===== src/inc/pmt_map.svh =====
// Offsets, field positions, encodings and reset values of the lookup block
`ifndef PMT_MAP_SVH
`define PMT_MAP_SVH
`define PMT_MODEL_REG_ADDR 32'h0000_0277
`define PMT_OFF_TABLE_LO 12'h000
`define PMT_OFF_TABLE_HI 12'h004
`define PMT_OFF_STATUS 12'h008
`define PMT_OFF_CLEAR 12'h00C
`define PMT_OFF_ENABLE 12'h010
`define PMT_OFF_CONTROL 12'h014
`define PMT_OFF_LAST_IDX 12'h018
`define PMT_LEAF_ATTR_BIT 7
`define PMT_DIR_ATTR_BIT 12
`define PMT_CD_BIT 4
`define PMT_WT_BIT 3
`define PMT_ENC_UC 8'h00
`define PMT_ENC_WC 8'h01
`define PMT_ENC_WT 8'h04
`define PMT_ENC_WP 8'h05
`define PMT_ENC_WB 8'h06
`define PMT_ENC_UCW 8'h07
`define PMT_TABLE_RESET 64'h0007_0406_0007_0406
`define PMT_ST_FAULT 0
`define PMT_ST_PRIV 1
`define PMT_ST_DIRHI 2
`define PMT_ST_W 3
`define PMT_RESP_OKAY 2'h0
`define PMT_RESP_SLVERR 2'h2
`endif


===== src/inc/pmt_pkg.sv =====
// Types shared by the lookup block modules
package pmt_pkg;
    typedef logic [7:0] pmt_entry_t;
    typedef logic [2:0] pmt_index_t;
    typedef enum logic [1:0] {
        PMT_WR_IDLE,
        PMT_WR_RESP
    } pmt_wr_state_t;
endpackage : pmt_pkg


===== src/inc/pmt_table_if.sv =====
// Connection between the table holder and the register front end
`timescale 1ns/1ps
interface pmt_table_if;
    logic [63:0] curTable;
    logic [63:0] newTable;
    logic load;
    logic legal;
    modport holder (output curTable, output legal, input newTable,
                    input load);
    modport user (input curTable, input legal, output newTable,
                  output load);
endinterface : pmt_table_if


===== src/core/pmt_lookup.sv =====
// Page memory-type lookup with model-register and AXI4-Lite access
// Function
// - Form a 3-bit table index from three page entry flags.
// - Attribute flag is bit 7 of leaf, bit 12 of directory entry.
// - Cache-disable is bit 4, write-through bit 3 in both entry kinds.
// - Index bits: attribute 2, cache-disable 1, write-through 0.
// - Combine selected type with range type into effective type.
// - Hard reset loads WB, WT, weak-UC, UC twice over.
// - Soft init leaves the table unchanged.
// - Table read and written only at privilege level zero; the AXI4-Lite port reads and writes it without a privilege check.
// - A write with an undefined encoding faults and is discarded.
// - Lookup always applies; flags never pick a type directly.
// - Tables reused as directories select only entries zero to three; the code lets them select four to seven and flags dirHighIndex.
// - Eight 8-bit entries in one 64-bit register; upper five bits zero.
// - Decode 00,01,04,05,06,07; all others undefined.
// - The table sits at model register address 277H.
//
// Chosen here: the register addresses and register access over AXI4-Lite.
`timescale 1ns/1ps
`include "pmt_map.svh"
module pmt_lookup
    import pmt_pkg::*;
(
    input wire logic clk,
    input wire logic rst,
    input wire logic softInit,
    // Page walk side
    input wire logic [63:0] pageEntry,
    input wire logic isDirEntry,
    input wire logic [2:0] rangeType,
    output logic [2:0] effType,
    output logic [2:0] attrIndex,
    output logic dirHighIndex,
    // Model register instruction port
    input wire logic modelRegRead,
    input wire logic modelRegWrite,
    input wire logic [31:0] modelRegAddr,
    input wire logic [63:0] modelRegWdata,
    input wire logic [1:0] currentPrivilegeLevel,
    output logic [63:0] modelRegRdata,
    output logic modelRegHit,
    output logic generalProtectionFault,
    // AXI4-Lite slave
    input wire logic [11:0] s_axi_awaddr,
    input wire logic s_axi_awvalid,
    output logic s_axi_awready,
    input wire logic [31:0] s_axi_wdata,
    input wire logic [3:0] s_axi_wstrb,
    input wire logic s_axi_wvalid,
    output logic s_axi_wready,
    output logic [1:0] s_axi_bresp,
    output logic s_axi_bvalid,
    input wire logic s_axi_bready,
    input wire logic [11:0] s_axi_araddr,
    input wire logic s_axi_arvalid,
    output logic s_axi_arready,
    output logic [31:0] s_axi_rdata,
    output logic [1:0] s_axi_rresp,
    output logic s_axi_rvalid,
    input wire logic s_axi_rready,
    output logic irq
);
    // ************************************************************
    // State
    // ************************************************************
    typedef struct packed {
        logic [2:0] effType;
        logic [2:0] attrIndex;
        logic dirHigh;
        logic [63:0] mrRdata;
        logic mrHit;
        logic gpFault;
        logic [3:0] status;
        logic [3:0] enable;
        logic [2:0] lastIdx;
        logic axiWrOnly;
        logic [11:0] awAddr;
        logic awHave;
        logic [31:0] wData;
        logic [3:0] wStrb;
        logic wHave;
        pmt_wr_state_t wrSt;
        logic [1:0] bresp;
        logic rValid;
        logic [31:0] rData;
        logic [1:0] rresp;
    } pmt_state_t;

    pmt_state_t state_q;
    pmt_state_t state_d;
    pmt_table_if tbl ();

    pmt_table #(.ENTRIES(8)) u_table (
        .clk(clk),
        .rst(rst),
        .tbl(tbl)
    );

    // ************************************************************
    // Helpers
    // ************************************************************
    function automatic pmt_index_t formIndex(input logic [63:0] e,
                                             input logic dir);
        logic a;
        a = dir ? e[`PMT_DIR_ATTR_BIT] : e[`PMT_LEAF_ATTR_BIT];
        formIndex = {a, e[`PMT_CD_BIT], e[`PMT_WT_BIT]};
    endfunction : formIndex

    // Most restrictive type wins; strong uncacheable dominates
    function automatic logic [2:0] combineType(input logic [2:0] p,
                                               input logic [2:0] r);
        if (p == `PMT_ENC_UC || r == `PMT_ENC_UC) begin
            combineType = 3'(`PMT_ENC_UC);
        end else if (p == `PMT_ENC_UCW) begin
            combineType = (r == `PMT_ENC_WC) ? 3'(`PMT_ENC_WC) :
                3'(`PMT_ENC_UC);
        end else if (p == `PMT_ENC_WC || r == `PMT_ENC_WC) begin
            combineType = 3'(`PMT_ENC_WC);
        end else if (p == `PMT_ENC_WP || r == `PMT_ENC_WP) begin
            combineType = 3'(`PMT_ENC_WP);
        end else if (p == `PMT_ENC_WT || r == `PMT_ENC_WT) begin
            combineType = 3'(`PMT_ENC_WT);
        end else begin
            combineType = 3'(`PMT_ENC_WB);
        end
    endfunction : combineType

    function automatic logic [31:0] regRead(input logic [11:0] a,
                                            input pmt_state_t s,
                                            input logic [63:0] t);
        case (a)
            `PMT_OFF_TABLE_LO: regRead = t[31:0];
            `PMT_OFF_TABLE_HI: regRead = t[63:32];
            `PMT_OFF_STATUS: regRead = {28'h0000000, s.status};
            `PMT_OFF_ENABLE: regRead = {28'h0000000, s.enable};
            `PMT_OFF_CONTROL: regRead = {31'h00000000, s.axiWrOnly};
            `PMT_OFF_LAST_IDX: regRead = {29'h00000000, s.lastIdx};
            default: regRead = 32'h00000000;
        endcase
    endfunction : regRead

    function automatic logic regMapped(input logic [11:0] a);
        regMapped = (a == `PMT_OFF_TABLE_LO) || (a == `PMT_OFF_TABLE_HI) ||
            (a == `PMT_OFF_STATUS) || (a == `PMT_OFF_CLEAR) ||
            (a == `PMT_OFF_ENABLE) || (a == `PMT_OFF_CONTROL) ||
            (a == `PMT_OFF_LAST_IDX);
    endfunction : regMapped

    // ************************************************************
    // Next state
    // ************************************************************
    pmt_index_t idx;
    logic [2:0] selType;
    logic mrAddrHit;
    logic mrPriv;
    logic [3:0] evSet;
    logic [3:0] clrMask;
    logic [31:0] strobed;
    logic [63:0] axiTable;
    logic axiWrGo;
    logic mrWrGo;

    assign idx = formIndex(pageEntry, isDirEntry);
    assign selType = tbl.curTable[8*idx +: 3];
    assign mrAddrHit = (modelRegAddr == `PMT_MODEL_REG_ADDR);
    assign mrPriv = (currentPrivilegeLevel == 2'h0);
    assign s_axi_awready = !state_q.awHave && (state_q.wrSt == PMT_WR_IDLE);
    assign s_axi_wready = !state_q.wHave && (state_q.wrSt == PMT_WR_IDLE);
    assign s_axi_arready = !state_q.rValid;

    always_comb begin
        state_d = state_q;
        evSet = 4'h0;
        clrMask = 4'h0;
        strobed = 32'h00000000;
        axiTable = tbl.curTable;
        axiWrGo = 1'b0;
        mrWrGo = 1'b0;
        tbl.load = 1'b0;
        tbl.newTable = modelRegWdata;
        // Lookup path registered for timing
        state_d.attrIndex = idx;
        state_d.effType = combineType(selType, rangeType);
        state_d.dirHigh = isDirEntry && idx[2];
        if (isDirEntry && idx[2]) begin
            evSet[`PMT_ST_DIRHI] = 1'b1;
        end
        state_d.lastIdx = idx;
        state_d.mrHit = 1'b0;
        state_d.gpFault = 1'b0;
        // Model register instruction access
        if ((modelRegRead || modelRegWrite) && mrAddrHit) begin
            state_d.mrHit = 1'b1;
            if (!mrPriv) begin
                state_d.gpFault = 1'b1;
                evSet[`PMT_ST_PRIV] = 1'b1;
            end else if (modelRegWrite) begin
                mrWrGo = 1'b1;
                tbl.load = 1'b1;
                if (!tbl.legal) begin
                    state_d.gpFault = 1'b1;
                    evSet[`PMT_ST_FAULT] = 1'b1;
                end else begin
                    evSet[`PMT_ST_W] = 1'b1;
                end
            end else begin
                state_d.mrRdata = tbl.curTable;
            end
        end
        // AXI write: address and data may arrive in either order
        if (s_axi_awvalid && s_axi_awready) begin
            state_d.awAddr = s_axi_awaddr;
            state_d.awHave = 1'b1;
        end
        if (s_axi_wvalid && s_axi_wready) begin
            state_d.wData = s_axi_wdata;
            state_d.wStrb = s_axi_wstrb;
            state_d.wHave = 1'b1;
        end
        case (state_q.wrSt)
            PMT_WR_IDLE: begin
                if (state_q.awHave && state_q.wHave) begin
                    axiWrGo = 1'b1;
                    state_d.awHave = 1'b0;
                    state_d.wHave = 1'b0;
                    state_d.wrSt = PMT_WR_RESP;
                    state_d.bresp = regMapped(state_q.awAddr) ?
                        `PMT_RESP_OKAY : `PMT_RESP_SLVERR;
                end
            end
            PMT_WR_RESP: begin
                if (s_axi_bready) begin
                    state_d.wrSt = PMT_WR_IDLE;
                end
            end
            default: state_d.wrSt = PMT_WR_IDLE;
        endcase
        for (int b = 0; b < 4; b++) begin
            strobed[8*b +: 8] = state_q.wStrb[b] ?
                state_q.wData[8*b +: 8] : 8'h00;
        end
        // The model register port has priority over a bus table write
        if (axiWrGo) begin
            case (state_q.awAddr)
                `PMT_OFF_TABLE_LO, `PMT_OFF_TABLE_HI: begin
                    for (int b = 0; b < 4; b++) begin
                        if (state_q.wStrb[b]) begin
                            if (state_q.awAddr == `PMT_OFF_TABLE_LO) begin
                                axiTable[8*b +: 8] = strobed[8*b +: 8];
                            end else begin
                                axiTable[32+8*b +: 8] = strobed[8*b +: 8];
                            end
                        end
                    end
                    if (!state_q.axiWrOnly && !mrWrGo) begin
                        tbl.load = 1'b1;
                        tbl.newTable = axiTable;
                        if (!tbl.legal) begin
                            evSet[`PMT_ST_FAULT] = 1'b1;
                            state_d.bresp = `PMT_RESP_SLVERR;
                        end else begin
                            evSet[`PMT_ST_W] = 1'b1;
                        end
                    end else begin
                        state_d.bresp = `PMT_RESP_SLVERR;
                    end
                end
                `PMT_OFF_CLEAR: clrMask = strobed[3:0];
                `PMT_OFF_ENABLE: state_d.enable = strobed[3:0];
                `PMT_OFF_CONTROL: state_d.axiWrOnly = strobed[0];
                default: ;
            endcase
        end
        // A new event wins over a clear in the same cycle
        state_d.status = (state_q.status & ~clrMask) | evSet;
        // AXI read
        if (state_q.rValid && s_axi_rready) begin
            state_d.rValid = 1'b0;
        end
        if (s_axi_arvalid && s_axi_arready) begin
            state_d.rValid = 1'b1;
            state_d.rData = regRead(s_axi_araddr, state_q, tbl.curTable);
            state_d.rresp = regMapped(s_axi_araddr) ?
                `PMT_RESP_OKAY : `PMT_RESP_SLVERR;
        end
    end

    // Soft init is a processor event only; it leaves all state alone
    always_ff @(posedge clk or posedge rst) begin
        if (rst) begin
            state_q <= '0;
        end else begin
            state_q <= state_d;
        end
    end

    assign effType = state_q.effType;
    assign attrIndex = state_q.attrIndex;
    assign dirHighIndex = state_q.dirHigh;
    assign modelRegRdata = state_q.mrRdata;
    assign modelRegHit = state_q.mrHit;
    assign generalProtectionFault = state_q.gpFault;
    assign s_axi_bvalid = (state_q.wrSt == PMT_WR_RESP);
    assign s_axi_bresp = state_q.bresp;
    assign s_axi_rvalid = state_q.rValid;
    assign s_axi_rdata = state_q.rData;
    assign s_axi_rresp = state_q.rresp;
    assign irq = |(state_q.status & state_q.enable);
endmodule : pmt_lookup


===== src/core/pmt_table.sv =====
// Holder of the eight-entry type table with legality check
`timescale 1ns/1ps
`include "pmt_map.svh"
module pmt_table
    import pmt_pkg::*;
#(
    parameter int ENTRIES = 8
) (
    input wire logic clk,
    input wire logic rst,
    pmt_table_if.holder tbl
);
    // ************************************************************
    // Check and storage
    // ************************************************************
    generate
        if (ENTRIES != 8) begin : g_bad_entries
            $error("pmt_table supports eight entries only");
        end
    endgenerate

    function automatic logic entryLegal(input pmt_entry_t e);
        entryLegal = (e == `PMT_ENC_UC) || (e == `PMT_ENC_WC) ||
            (e == `PMT_ENC_WT) || (e == `PMT_ENC_WP) ||
            (e == `PMT_ENC_WB) || (e == `PMT_ENC_UCW);
    endfunction : entryLegal

    typedef struct packed {
        logic [63:0] curTable;
    } pmt_tstate_t;

    pmt_tstate_t state_q;
    pmt_tstate_t state_d;
    logic [ENTRIES-1:0] okEach;

    generate
        for (genvar i = 0; i < ENTRIES; i++) begin : g_chk
            assign okEach[i] = entryLegal(tbl.newTable[8*i +: 8]);
        end
    endgenerate

    assign tbl.legal = &okEach;
    assign tbl.curTable = state_q.curTable;

    always_comb begin
        state_d = state_q;
        if (tbl.load && tbl.legal) begin
            state_d.curTable = tbl.newTable;
        end
    end

    // Soft init never reaches here; only the hard reset reloads defaults
    always_ff @(posedge clk or posedge rst) begin
        if (rst) begin
            state_q.curTable <= `PMT_TABLE_RESET;
        end else begin
            state_q <= state_d;
        end
    end
endmodule : pmt_table


===== config.mk =====
export PLATFORM = sky130hd
export DESIGN_NAME = pmt_lookup
export DESIGN_NICKNAME = d
export VERILOG_FILES = /design/src/inc/pmt_pkg.sv /design/src/inc/pmt_table_if.sv /design/src/core/pmt_lookup.sv /design/src/core/pmt_table.sv
export VERILOG_INCLUDE_DIRS = /design/src /design/src/inc
export SDC_FILE = /design/constraint.sdc
export NUM_CORES = 1
export LEC_CHECK = 0
export BUFFER_PORTS_ARGS = -buffer_cell sky130_fd_sc_hd__clkbuf_2
export CORE_ASPECT_RATIO = 1.2
export CORE_MARGIN = 2
export CORE_UTILIZATION = 55
export DETAILED_ROUTE_END_ITERATION = 12
export GPL_TIMING_DRIVEN = 0
export MAX_ROUTING_LAYER = met4
export PLACE_DENSITY = 0.85
export SLEW_MARGIN = 20
export SYNTH_ARGS = -nofsm -noshare
export SYNTH_HDL_FRONTEND = slang
export SYNTH_SLANG_ARGS = --single-unit

===== constraint.sdc =====
create_clock -name clk -period 18.33 [get_ports clk]
set_clock_uncertainty 0.05 [all_clocks]
set_input_delay 2.7495 -clock clk [delete_from_list [all_inputs] [get_ports clk]]
set_output_delay 2.7495 -clock clk [all_outputs]
set_load 0.02 [all_outputs]

==> qor.tcl <==
set qor(area_post_placement_mm2) 0.0130
set qor(syn-cell-area_mm2) 0.0112
set qor(synth.cells.most_frequent) {sky130_fd_sc_hd__dfrtp_1 (221), sky130_fd_sc_hd__mux2_2 (112), sky130_fd_sc_hd__buf_4 (109)}
set qor(finish.net_count) 1530
set qor(outcome) {completed}
set qor(tightestPinTransition_ps) 1060
set qor(yosysSeqAreaShare_pct) 52.2
set qor(power-per-cell-area_mw_per_mm2) 99.2
set qor(cp_data_required_time_ps) 18670
set qor(avgRoutedWirePerCell_um) 20.8
set qor(final_design_area_no_fill_mm2) 0.0138
set qor(number_of_slew_limit_violations_in_the_final_report) 0
set qor(synth_enable_flop_cells) 0
set qor(p_int_mw) 0.967
set qor(share_clk_of_total_power_pct) 34.1
set qor(io_buffer_count) 286
set qor(hold_path.class) {register to register}
set qor(vdd_ir_drop_max_v) 0.000109
set qor(setup_viol) 0
set qor(die_width_um) 134
set qor(switchingPower_mw) 0.401
set qor(pin_count) 351
set qor(drt_first_pass_iters) 8
set qor(crit_path_start) {modelRegAddr[8]}
set qor(total_leakage_power_nw) 6.83
set qor(route.detailed.vias_per_inst) 5.77
set qor(grt_util_all_layers_pct) 31.3
set qor(remaining_drc_errors) 0
set qor(reg2reg_depth) 12
set qor(cts_inserted_buffers) 23
set qor(worst_hold_path.num_cells) 2
set qor(finalHoldWorstSlack_ps) 436
set qor(yosys.cell_count.top_type) {sky130_fd_sc_hd__dfrtp_1}
set qor(floorplan.initialDensity_pct) 55.7
set qor(synth_cell_type_count) 61
set qor(drt_wl_total_um) 32800
set qor(drive_above_1_share_pct) 45.2
set qor(cts_tree) {done}
set qor(postCtsHoldBufs) 0
set qor(asyncSetResetFlopFracSynth_pct) 100
set qor(leading_cell_types_by_total_area_after_synthesis) {sky130_fd_sc_hd__dfrtp_1 (49%), sky130_fd_sc_hd__mux2_2 (11%), sky130_fd_sc_hd__buf_4 (7.3%)}
set qor(critical_path_peak_fanout) 10
set qor(r2r_start) {state_q[86]$_DFFE_PP0P_}
set qor(r2r-end) {u_table.tbl.curTable[14]$_DFFE_PP0P_}
set qor(dieHeight_um) 160
set qor(cts.repair.resized) 0
set qor(vias_in_the_first_global_route) 8997
set qor(syn_inst) 980
set qor(unrepaired_setup_endpoints_after_global_routing) {no}
set qor(global_route.overflow_total) 0
set qor(pin_count_of_the_biggest_net_entering_global_routing) 100
set qor(seq_power_share_pct) 46.5
set qor(postSynthAreaPerCell_um2) 11.4
set qor(synth_area_leader_cell) {sky130_fd_sc_hd__dfrtp_1}
set qor(worst_setup_hold_path_clk_slew_ps) 60
set qor(synth_nets) 1216
set qor(p_sw_share_pct) 29.3
set qor(place_hpwl_um) 25200
set qor(synthToLayoutAreaGrowth_pct) 23.1
set qor(clk-insertion-delay-late_ps) 510
set qor(core_mm2) 0.0201
set qor(fin_tns_setup_ps) 0
set qor(core_rows) 57
set qor(synth-warning-count) 0
set qor(grt_antenna_before_repair) 2
set qor(final_min_period_over_clock_period_pct) 29.0
set qor(reg2reg_setup_slack_ps) 14230
set qor(cts_sinks) 233
set qor(area_of_the_die_mm2) 0.0215
set qor(cts.root.buffer_cell) {sky130_fd_sc_hd__clkbuf_16}
set qor(max_cap_check_violation_count) 0
set qor(yosys.area.top_type_share_pct) 49.4
set qor(clock_tree.htree_level_count) 1
set qor(grt_first_pass_wirelength_um) 50500
set qor(share_comb_of_total_power_pct) 19.4
set qor(detail-route-antenna-nets) 0
set qor(cts-root-to-sink-buffers) 3
set qor(maxClockFrequency_ghz) 0.188
set qor(worst_slew_margin_rel_pct) 28.6
set qor(cp-start-kind) {input port}
set qor(critPathCapture) {modelRegRdata[13]$_DFFE_PP0P_}
set qor(worst_setup_path_type) {input port to register}
set qor(vias) 9105
set qor(cts_setup_buffers) 0
set qor(crit_path_end_kind) {register}
set qor(min_period_ps) 5320
set qor(worst_ep_arrival_time_ps) 5660
set qor(dr.first_iter.drc_count) 674
set qor(finalWeightedCongestion) 0.910
set qor(layout.core_utilization_pct) 68.6
set qor(yosys_register_bits) 233
set qor(yosys_most_used_dff) {sky130_fd_sc_hd__dfrtp_1}
set qor(final-hold-violation-count) 0
set qor(fin_total_pwr_mw) 1.37
-- how the worst min path moves through the flow --
stage / start / to / slack (ps)
2_1_floorplan: s_axi_rdata[0]$_DFFE_PP0P_ / s_axi_rdata[0]$_DFFE_PP0P_ / 400
4_1_cts: s_axi_rdata[18]$_DFFE_PP0P_ / s_axi_rdata[18]$_DFFE_PP0P_ / 440
5_1_grt: s_axi_rdata[28]$_DFFE_PP0P_ / s_axi_rdata[28]$_DFFE_PP0P_ / 450
3_3_place_gp: s_axi_rdata[0]$_DFFE_PP0P_ / s_axi_rdata[0]$_DFFE_PP0P_ / 410
3_5_place_dp: s_axi_rdata[18]$_DFFE_PP0P_ / s_axi_rdata[18]$_DFFE_PP0P_ / 420
6_report: s_axi_rdata[14]$_DFFE_PP0P_ / s_axi_rdata[14]$_DFFE_PP0P_ / 440
-- cells by family after synthesis --
family	count (synthesis)	synth area share [%]
simple gates	221	10.8
buf+inv	190	10.3
compound gates	206	13.1
other cells	1	0.0335
flops	233	52.2
mux	129	13.6
-- stage by stage --
stage	setup slack, ps	std cells
6_report	13010	1577
5_1_grt	12750	1577
4_1_cts	13010	1575
3_5_place_dp	12500	1534
3_3_place_gp	6990	1531
2_1_floorplan	9160	980
-- worst max-delay path, cell delays in order --
cell	delay (ps)
sky130_fd_sc_hd__clkbuf_2	80
sky130_fd_sc_hd__nor4b_1	380
sky130_fd_sc_hd__nand4_1	210
sky130_fd_sc_hd__nor2_1	130
sky130_fd_sc_hd__o21ai_0	200
sky130_fd_sc_hd__nor4_2	630
sky130_fd_sc_hd__buf_2	340
sky130_fd_sc_hd__clkbuf_1	530
sky130_fd_sc_hd__mux2_2	410
-- layer usage --
metal | share of wire, % | vias up | GRT usage, %
li1 | - | 4078 | -
met1 | 40 | 4492 | 40.1
met2 | 48 | 444 | 49.7
met3 | 7.1 | 91 | 4.45
met4 | 4.6 | 0 | 14.2
met5 | 0 | - | -
-- registers in the layout, summed over array words and instances (netlist names) --
| name | count |
|---|---|
| modelRegRdata | 64 |
| s_axi_rvalid | 1 |
| effType | 3 |
| state_q | 63 |
| generalProtectionFault | 1 |
| s_axi_rdata | 32 |
| modelRegHit | 1 |
| s_axi_bresp | 2 |
| dirHighIndex | 1 |
| u_table.tbl.curTable | 64 |
| s_axi_rresp | 1 |
-- cell usage in the layout (no fill, tap or decap), types with 4 or more instances in the layout --
cell type                     n
sky130_fd_sc_hd__inv_1       26
sky130_fd_sc_hd__and2_1       5
sky130_fd_sc_hd__a22oi_1     33
sky130_fd_sc_hd__dfstp_2     12
sky130_fd_sc_hd__nor4_1      24
sky130_fd_sc_hd__and3_1       4
sky130_fd_sc_hd__or4_1        7
sky130_fd_sc_hd__nor2_1      20
sky130_fd_sc_hd__o221ai_1     4
sky130_fd_sc_hd__a222oi_1     5
sky130_fd_sc_hd__o21ai_0     61
sky130_fd_sc_hd__o22ai_1     29
sky130_fd_sc_hd__buf_6        4
sky130_fd_sc_hd__a2bb2oi_1   24
sky130_fd_sc_hd__a21oi_1      9
sky130_fd_sc_hd__clkinv_2     5
sky130_fd_sc_hd__nand2_1     59
sky130_fd_sc_hd__mux2i_1     10
sky130_fd_sc_hd__buf_4      109
sky130_fd_sc_hd__nand3_1     19
sky130_fd_sc_hd__clkbuf_16   23
sky130_fd_sc_hd__clkbuf_1    51
sky130_fd_sc_hd__mux4_2       7
sky130_fd_sc_hd__a211oi_2     7
sky130_fd_sc_hd__clkbuf_2   286
sky130_fd_sc_hd__mux2_2     112
sky130_fd_sc_hd__nor2b_1     45
sky130_fd_sc_hd__nor3_1      11
sky130_fd_sc_hd__buf_2        5
sky130_fd_sc_hd__dfrtp_1    221
-- power by group through the flow --
| stage | Sequential (mW) | Clock [mW] | Combinational [mW] |
|---|---|---|---|
| after floorplan | 0.615 | 0 | 0.186 |
| after global placement | 0.636 | 0 | 0.251 |
| after detailed placement | 0.641 | 0 | 0.262 |
| after CTS | 0.632 | 0.472 | 0.264 |
| after global routing | 0.640 | 0.493 | 0.289 |
| final | 0.636 | 0.467 | 0.265 |
-- final cells by class --
class | instances | area [µm²]
repair buffers | 289 | 1490
multi-input cells | 557 | 4210
inverters | 27 | 109
clock inverters | 9 | 101
clock buffers | 32 | 639
flip-flops and latches | 233 | 5850
fillers | 1469 | 6320
plain buffers | 163 | 1060
diodes | 2 | 5.00
well taps | 265 | 332
No activity file was read; power rests on OpenSTA's default activity.
